==> config.mk <==
export PLATFORM = sky130hd
export DESIGN_NAME = fpdio_top
export DESIGN_NICKNAME = d
export VERILOG_FILES = /design/src/hdl/fpdio_pkg.sv /design/src/hdl/fpdio_change.sv /design/src/hdl/fpdio_port.sv /design/src/hdl/fpdio_top.sv
export SDC_FILE = /design/constraint.sdc
export NUM_CORES = 1
export LEC_CHECK = 0
export BUFFER_PORTS_ARGS = -buffer_cell sky130_fd_sc_hd__buf_2
export CORE_AREA = 2 2 127 129
export DETAILED_ROUTE_END_ITERATION = 7
export DIE_AREA = 0 0 129 131
export GPL_ROUTABILITY_DRIVEN = 0
export GPL_TIMING_DRIVEN = 1
export PLACE_DENSITY = 0.89
export SLEW_MARGIN = 20
export SYNTH_ARGS = -nofsm -noshare
export SYNTH_HDL_FRONTEND = slang
export SYNTH_SLANG_ARGS = --single-unit
==> constraint.sdc <==
create_clock -name clk -period 2.7 [get_ports clk]
set_input_delay 0.405 -clock clk [delete_from_list [all_inputs] [get_ports clk]]
set_output_delay 0.405 -clock clk [all_outputs]
set_load 0.05 [all_outputs]
==> src/hdl/fpdio_pkg.sv <==
// Shared constants and types of the four-port digital I/O block.
// Assumes a 32-bit AHB-Lite register slave and one 50 MHz clock.
package fpdio_pkg;
  // Geometry
  localparam int PORTS = 4;
  localparam int PORT_W = 8;
  localparam int DATA_W = 32;
  localparam int OFS_W = 8;
  // Register word offsets (byte addresses)
  localparam logic [7:0] OFS_W32 = 8'h00;
  localparam logic [7:0] OFS_W24 = 8'h04;
  localparam logic [7:0] OFS_W16C0 = 8'h08;
  localparam logic [7:0] OFS_W16C2 = 8'h0c;
  localparam logic [7:0] OFS_W8C0 = 8'h10;
  localparam logic [7:0] OFS_PEND = 8'h20;
  localparam logic [7:0] OFS_DIR = 8'h24;
  localparam logic [7:0] OFS_STAT = 8'h28;
  // Port masks per access width
  localparam logic [3:0] MASK_W32 = 4'hf;
  localparam logic [3:0] MASK_W24 = 4'h7;
  localparam logic [3:0] MASK_W16 = 4'h3;
  localparam logic [3:0] MASK_W8 = 4'h1;
  localparam logic [1:0] SH_C0 = 2'h0;
  localparam logic [1:0] SH_C2 = 2'h2;
  // Status word fields
  localparam int STAT_IRQ = 4;
  localparam int STAT_RDY = 5;
  // Reset values
  localparam logic [3:0] DIR_RST = 4'h0;
  localparam logic [7:0] PORT_RST = 8'h00;
  localparam logic [7:0] PEND_RST = 8'h00;
  localparam logic [31:0] RD_ZERO = 32'h0000_0000;
  // Port watched for changes
  localparam int CHG_PORT = 3;
  // Forced-input cycles: synchroniser depth plus one compare stage
  localparam logic [1:0] FORCE_CYC = 2'h3;
  // Bus codes
  localparam logic [2:0] SIZE_WORD = 3'h2;
  localparam logic RESP_OKAY = 1'b0;
  typedef enum logic [1:0] {ST_FORCE, ST_RESTORE, ST_RUN} fpdio_state_t;
endpackage

==> src/hdl/fpdio_change.sv <==
// Change detector and pending bits of the watched port.
// Assumes cur is already synchronised; clr is a one-cycle read strobe.
`timescale 1ns/1ps
module fpdio_change #(
  parameter int PW = fpdio_pkg::PORT_W
) (
  input wire logic clk,
  input wire logic nrst,
  input wire logic ce,
  input wire logic arm,
  input wire logic [PW-1:0] cur,
  input wire logic [PW-1:0] clr,
  output logic [PW-1:0] pend,
  output logic irq,
  output logic evt
);
  import fpdio_pkg::*;

  logic [PW-1:0] prev_r, pend_r, pend_nxt, chg;
  logic irq_r, evt_r;

  // Per-line change; a set in the clearing cycle survives
  assign chg = arm ? (cur ^ prev_r) : '0;
  assign pend_nxt = (pend_r & ~clr) | chg;

  always_ff @(posedge clk or negedge nrst) begin
    if (!nrst) begin
      prev_r <= PW'(PORT_RST);
      pend_r <= PW'(PEND_RST);
      irq_r <= 1'b0;
      evt_r <= 1'b0;
    end else if (ce) begin
      prev_r <= cur;
      pend_r <= pend_nxt;
      irq_r <= |pend_nxt;
      evt_r <= |chg;
    end
  end

  assign pend = pend_r;
  assign irq = irq_r;
  assign evt = evt_r;
endmodule

==> src/hdl/fpdio_port.sv <==
// One 8-line port: input synchroniser and held output value.
// Assumes pins are asynchronous to clk; write strobe comes from clk logic.
`timescale 1ns/1ps
module fpdio_port #(
  parameter int PW = fpdio_pkg::PORT_W
) (
  input wire logic clk,
  input wire logic nrst,
  input wire logic ce,
  input wire logic isOut,
  input wire logic wrEn,
  input wire logic [PW-1:0] wrData,
  input wire logic [PW-1:0] pinIn,
  output logic [PW-1:0] outVal,
  output logic [PW-1:0] inVal
);
  import fpdio_pkg::*;

  logic [PW-1:0] s1_r, s2_r, out_r;

  if (PW > PORT_W) begin : g_bad
    $error("fpdio_port: PW wider than reset constant");
  end

  // Two-stage synchroniser; s1_r feeds only s2_r
  always_ff @(posedge clk or negedge nrst) begin
    if (!nrst) begin
      s1_r <= PW'(PORT_RST);
      s2_r <= PW'(PORT_RST);
    end else if (ce) begin
      s1_r <= pinIn;
      s2_r <= s1_r;
    end
  end

  // Input ports drop write data, so pins stay undriven
  always_ff @(posedge clk or negedge nrst) begin
    if (!nrst) begin
      out_r <= PW'(PORT_RST);
    end else if (ce && wrEn && isOut) begin
      out_r <= wrData;
    end
  end

  assign outVal = out_r;
  assign inVal = s2_r;
endmodule

==> src/hdl/fpdio_top.sv <==
// Four-port digital I/O block with change interrupt on the fourth port.
// Assumes an AHB-Lite master, pins from outside, savedDir from clk logic.
//
// How it works
// - Thirty-two two-way lines sit in four ports of eight lines each.
// - Direction is set per port, so one enable covers all eight lines.
// - After reset every port is input, then the saved direction is applied.
// - Register views give 8, 16, 24 or 32 bit access over adjacent ports.
// - In a wide view port one takes bits 7:0 and port four bits 31:24.
// - At 16 bits ports one and two form channel 0, three and four channel 2.
// - Any change on the fourth port raises the interrupt, except the one made by a flip of its direction either way.
// - The fourth port flags pin changes as input and value-changing writes as output.
// - An output port reads back the value it drives.
// - An input port ignores write data and its pins stay undriven.
// - The pending view is read only and writes to it do nothing.
// - The pending view holds one bit per line of the fourth port.
// - A single access finishes by itself: a write moves data at once, a read after one wait state.
`timescale 1ns/1ps
module fpdio_top #(
  parameter int NPORT = fpdio_pkg::PORTS,
  parameter int PW = fpdio_pkg::PORT_W
) (
  input wire logic clk,
  input wire logic nrst,
  input wire logic ce,
  input wire logic hsel,
  input wire logic [fpdio_pkg::DATA_W-1:0] haddr,
  input wire logic [1:0] htrans,
  input wire logic hwrite,
  input wire logic [2:0] hsize,
  input wire logic [fpdio_pkg::DATA_W-1:0] hwdata,
  input wire logic hready,
  output logic hreadyout,
  output logic [fpdio_pkg::DATA_W-1:0] hrdata,
  output logic hresp,
  input wire logic [fpdio_pkg::DATA_W-1:0] pinIn,
  output logic [fpdio_pkg::DATA_W-1:0] pinOut,
  output logic [fpdio_pkg::DATA_W-1:0] pinOe,
  input wire logic [fpdio_pkg::PORTS-1:0] savedDir,
  output logic irq,
  output logic portChangeEvent
);
  import fpdio_pkg::*;

  if (NPORT != PORTS || PW != PORT_W) begin : g_bad
    $error("fpdio_top: only four ports of eight lines fit the bus word");
  end

  ////////////////////////////////////////////////////////////////////////
  // Declarations

  logic accept, doWr, doRd;
  logic wrPend_r, rdPend_r, wrWord_r, ready_r;
  logic [OFS_W-1:0] addr_r;
  logic [DATA_W-1:0] rdata_r, rdData, statWord;
  logic hitData, isPend, isDir, isStat;
  logic [1:0] sh;
  logic [3:0] mask;
  logic [4:0] shamt;
  logic [DATA_W-1:0] maskBits, laneWr, portVal, outVal, inVal;
  logic [DATA_W-1:0] oeNxt, oe_r;
  logic [NPORT-1:0] portWe;
  fpdio_state_t state_r, state_nxt;
  logic [1:0] cnt_r, cnt_nxt;
  logic [NPORT-1:0] dir_r, dir_nxt;
  logic dirD_r, arm;
  logic [PW-1:0] cur, clr, pend;

  ////////////////////////////////////////////////////////////////////////
  // Bus phases

  // Address phase taken only while the bus is ready
  assign accept = hsel & htrans[1] & hready;
  // Writes land in their data phase; sub-word writes are dropped
  assign doWr = wrPend_r & wrWord_r & hready;
  // Reads run one cycle after their address phase
  assign doRd = rdPend_r;

  // One wait state on reads so a write just before is visible
  always_ff @(posedge clk or negedge nrst) begin
    if (!nrst) begin
      wrPend_r <= 1'b0;
      rdPend_r <= 1'b0;
      wrWord_r <= 1'b0;
      ready_r <= 1'b1;
      addr_r <= '0;
      rdata_r <= RD_ZERO;
    end else if (ce) begin
      wrPend_r <= accept & hwrite;
      rdPend_r <= accept & ~hwrite;
      if (accept) begin
        addr_r <= haddr[OFS_W-1:0];
        wrWord_r <= (hsize == SIZE_WORD);
      end
      if (accept && !hwrite) begin
        ready_r <= 1'b0;
      end else if (rdPend_r) begin
        ready_r <= 1'b1;
      end
      if (rdPend_r) begin
        rdata_r <= rdData;
      end
    end
  end

  ////////////////////////////////////////////////////////////////////////
  // Address decode

  // Each view names a port mask and the first port's lane
  always_comb begin
    hitData = 1'b0;
    isPend = 1'b0;
    isDir = 1'b0;
    isStat = 1'b0;
    sh = SH_C0;
    mask = 4'h0;
    if (addr_r == OFS_W32) begin
      hitData = 1'b1;
      mask = MASK_W32;
    end else if (addr_r == OFS_W24) begin
      hitData = 1'b1;
      mask = MASK_W24;
    end else if (addr_r == OFS_W16C0) begin
      hitData = 1'b1;
      mask = MASK_W16;
    end else if (addr_r == OFS_W16C2) begin
      hitData = 1'b1;
      sh = SH_C2;
      mask = MASK_W16 << SH_C2;
    end else if (addr_r[7:4] == OFS_W8C0[7:4] && addr_r[1:0] == 2'b00) begin
      hitData = 1'b1;
      sh = addr_r[3:2];
      mask = MASK_W8 << addr_r[3:2];
    end else if (addr_r == OFS_PEND) begin
      isPend = 1'b1;
    end else if (addr_r == OFS_DIR) begin
      isDir = 1'b1;
    end else if (addr_r == OFS_STAT) begin
      isStat = 1'b1;
    end
  end

  // Lane shift; the view's low byte is always its first port
  assign shamt = {sh, 3'b000};
  assign laneWr = hwdata << shamt;
  assign portWe = {NPORT{doWr & hitData}} & mask;

  ////////////////////////////////////////////////////////////////////////
  // Ports

  genvar i;
  for (i = 0; i < NPORT; i++) begin : g_port
    // Whole-port masks and enables
    assign maskBits[i*PW +: PW] = {PW{mask[i]}};
    assign oeNxt[i*PW +: PW] = {PW{dir_nxt[i]}};
    // Output ports read what they drive
    assign portVal[i*PW +: PW] = dir_r[i] ? outVal[i*PW +: PW] : inVal[i*PW +: PW];

    fpdio_port #(.PW(PW)) u_port (
      .clk(clk),
      .nrst(nrst),
      .ce(ce),
      .isOut(dir_r[i]),
      .wrEn(portWe[i]),
      .wrData(laneWr[i*PW +: PW]),
      .pinIn(pinIn[i*PW +: PW]),
      .outVal(outVal[i*PW +: PW]),
      .inVal(inVal[i*PW +: PW])
    );
  end

  ////////////////////////////////////////////////////////////////////////
  // Read mux

  assign statWord = {{(DATA_W-STAT_RDY-1){1'b0}}, state_r == ST_RUN, irq, dir_r};
  // Unmapped words read as zero with an OKAY answer
  assign rdData = hitData ? ((portVal & maskBits) >> shamt)
                : isPend ? {{(DATA_W-PW){1'b0}}, pend}
                : isDir ? {{(DATA_W-NPORT){1'b0}}, dir_r}
                : isStat ? statWord
                : RD_ZERO;

  ////////////////////////////////////////////////////////////////////////
  // Direction sequencing

  // Forced input covers synchroniser fill, so no false change at start
  always_comb begin
    state_nxt = state_r;
    cnt_nxt = cnt_r;
    dir_nxt = dir_r;
    case (state_r)
      ST_FORCE: begin
        dir_nxt = DIR_RST;
        if (cnt_r == FORCE_CYC - 2'h1) begin
          state_nxt = ST_RESTORE;
        end else begin
          cnt_nxt = cnt_r + 2'h1;
        end
      end
      ST_RESTORE: begin
        dir_nxt = savedDir;
        state_nxt = ST_RUN;
      end
      ST_RUN: begin
        if (doWr && isDir) begin
          dir_nxt = hwdata[NPORT-1:0];
        end
      end
      default: begin
        state_nxt = ST_FORCE;
      end
    endcase
  end

  // Enables follow the next direction so pins and dir_r agree
  always_ff @(posedge clk or negedge nrst) begin
    if (!nrst) begin
      state_r <= ST_FORCE;
      cnt_r <= 2'h0;
      dir_r <= DIR_RST;
      oe_r <= '0;
      dirD_r <= 1'b0;
    end else if (ce) begin
      state_r <= state_nxt;
      cnt_r <= cnt_nxt;
      dir_r <= dir_nxt;
      oe_r <= oeNxt;
      dirD_r <= dir_r[CHG_PORT];
    end
  end

  ////////////////////////////////////////////////////////////////////////
  // Change detection on the fourth port

  // Compare disarmed for the cycle the value source flips
  assign arm = (state_r == ST_RUN) && (dir_r[CHG_PORT] == dirD_r);
  assign cur = portVal[CHG_PORT*PW +: PW];
  // Pending view never takes writes; reads clear what they return
  assign clr = (doRd && isPend) ? pend : '0;

  fpdio_change #(.PW(PW)) u_change (
    .clk(clk),
    .nrst(nrst),
    .ce(ce),
    .arm(arm),
    .cur(cur),
    .clr(clr),
    .pend(pend),
    .irq(irq),
    .evt(portChangeEvent)
  );

  // Output drive
  assign hreadyout = ready_r;
  assign hrdata = rdata_r;
  assign hresp = RESP_OKAY;
  assign pinOut = outVal;
  assign pinOe = oe_r;
endmodule

==> results.yml <==
grt:
  grt_pass1_wl_mm: 34.73
  globalRoute.totalOverflow: 0
  grt_max_degree: 81
  grt_pass1_vias: 6223
  antenna_found_initial: 0
  grt.total_usage_pct: 27.47
place:
  dp_slack_ps: 334.4
  port_buffers: 184
  dpl_cell_area_sq_um: 9104
  dp_hpwl_mm: 16.46
clock_network:
  numCtsBuffers: 17
  clock_sinks: 167
  htree_levels: 4
  post_cts_buffers: 0
  path_clk_slew_ps: 60
  cts_tree: "done"
  cts_max_path_buffers: 2
  cts_root_buf: "clkbuf_16"
  cts_hold_buf: 0
  cts.repair.resized: 0
  clock_latency_ps: 430
worst_setup_path:
  critPathMaxFanout: 13
  worstRegToRegCells: 5
  r2r_start: "addr_r[7]"
  timing.rr.end: "hrdata[6]"
  ff2ff_setup_slack_ps: 320
  critPathLaunchType: "flip-flop"
  required_ps: 3020
  arrival_ps: 2700
  critical_path_class: "flip-flop to flip-flop"
  cp-end-kind: "flip-flop"
yosys:
  synth-main-ff-cell: "dfrtp_1"
  synth.yosys.warnings: 0
  synth.area.top_cells: "dfrtp_1, mux2_2, mux2i_1"
  synth_edf_count: 0
  syn_avg_cell_area_sq_um: 11.65
  syn_nets: 807
  netlist.area_leader.share_pct: 51.30
  yosysUniqueCellTypes: 57
  async_reset_ff_share_pct: 100.0
  synth-seq-cells: 167
  yosys.area.top_type: "dfrtp_1"
  synth_common_cells: "dfrtp_1, mux2_2, mux2i_1"
  yosysSeqAreaShare_pct: 51.62
  syn_area_sq_um: 8098
  yosysMostFrequentCell: "dfrtp_1"
  syn_inst: 695
power:
  power_density_nw_per_um2: 900.6
  ir_drop_mv: 0.5927
  p_leak_uw: 0.004563
floorplanning:
  die_w_microns: 129
  initial_core_util_pct: 51.92
  die_y_microns: 131
  dieArea_sq_um: 16900
  fp-row-count: 46
  core-area_sq_um: 15600
  io_pins: 211
route:
  viasPerCell: 5.870
  drtPass1Iterations: 5
  drt-total-wl_mm: 22.59
  ant_nets: 0
  drc: 0
  wl_per_cell_microns: 20.90
  vias: 6345
  drt_iter0_drc: 712
flow_run:
  cap_violations: 0
cells_and_area:
  area_growth_pct: 21.15
  fin_area_sq_um: 9811
  drive_gt1_share_pct: 40.00
  nNetsFinal: 964
  antenna_cells: 0
timing:
  rsz0062_at_grt: "false"
  fin_crit_ps: 2382
  slew_violations: 0
  worstMarginPinSlew_ps: 888.9
  setup_viol: 0
  fin_crit_sh_pct: 88.23
  fin_ws_ps: 317.9
  setup-tns-final_ps: 0
  hold_viol: 0
  fin_skew_ps: 5.853
  slew_headroom_pct: 40.48
  clock.fmax_ghz: 0.4198
run_status:
  outcome: "complete, no violations"
min_path:
  hold_path_class: "input port to async pin"
worst max path at each step:
stage                     slack [ps]                          to  startpoint  depth (start not counted)
after global routing             220                u_change.irq   flip-flop                          6
after floorplan                  430  g_port[3].u_port.outVal[0]   addr_r[7]                          7
after global placement           370                   hrdata[6]   addr_r[7]                          5
final                            320                   hrdata[6]   addr_r[7]                          5
after CTS                        320                   hrdata[6]   addr_r[7]                          5
after detailed placement         330                   hrdata[6]   addr_r[7]                          5
power by group:
group / total (uW) / internal, uW / switching [uW]
Sequential: 3180 / 2830 / 358
Combinational: 2790 / 904 / 1890
Clock: 2860 / 1860 / 998
final cells by class:
class	count	area, sq um
fillers	1172	5787
flip-flops and latches	167	4180
multi-input cells	438	3423
repair buffers	210	1162
clock buffers	22	494.2
well taps	216	270.3
clock inverters	10	212.7
inverters	18	67.56
placed cells by master, fill, tap and decap left out, types with 4 or more instances in the layout:
master     netlist  routed
buf_2            5     182
dfrtp_1        166     166
mux2_2          92      92
mux2i_1         66      66
nand2_1         42      42
nor2_1          38      38
a21oi_1         27      27
buf_4           34      24
a22o_1          21      21
o21ai_1         19      19
o21ai_0         19      19
inv_1           17      17
clkbuf_16        0      17
o31ai_1         11      11
o22ai_1         11      11
nand3_1         10      10
xnor2_1          9       9
o21a_1           8       8
bufinv_16        0       6
a22oi_1          5       5
clkbuf_8         0       5
nor3_1           4       4
nor2b_1          4       4
a211oi_1         4       4
nor4_1           4       4
cells by family after synthesis:
logic type	after synthesis	share of synthesized area, %
compound gates	143	11.87
xor+xnor	12	1.298
fa+ha+maj	1	0.1545
buf+inv	90	6.103
flops	167	51.62
mux	158	20.95
other cells	1	0.04631
simple gates	123	7.958
registers in the layout, indices dropped and copies added (netlist names), named ones only:
name	count
addr_r	8
cnt_r	2
dirD_r	1
doRd	1
g_port.u_port.inVal	32
g_port.u_port.outVal	32
g_port.u_port.s1_r	32
hrdata	32
hreadyout	1
state_r	2
u_change.evt	1
u_change.irq	1
u_change.pend	8
u_change.prev_r	8
wrPend_r	1
wrWord_r	1
stage by stage:
stage / total power, uW / cells / hold WS (ps) / util, %
after floorplan: 5337 / 695 / 109.4 / -
after global placement: 5875 / 1049 / 464.2 / 58.37
after detailed placement: 5951 / 1049 / 476.9 / 58.37
after CTS: 8826 / 1081 / 35.19 / 62.90
after global routing: 9163 / 1081 / 61.91 / 62.90
final: 8836 / 1081 / 2.285 / 62.90
critical path: stages, from the launching register on:
cell and delay (ps):
dfrtp_1 380, or4_4 650, or3_4 470, a2111oi_4 370
a2111oi_0 120, a211o_1 280
layer usage:
metal,share of wire [%],vias up,wire length (microns),GRT usage (%)
met1,41,3108,9165,36.07
li1,-,2788,-,-
met4,4.4,0,1003,12.85
met3,8.7,81,1970,7.248
met2,46,368,10450,42.98
met5,0,-,0,0
Power figures use the tool's default switching activity.
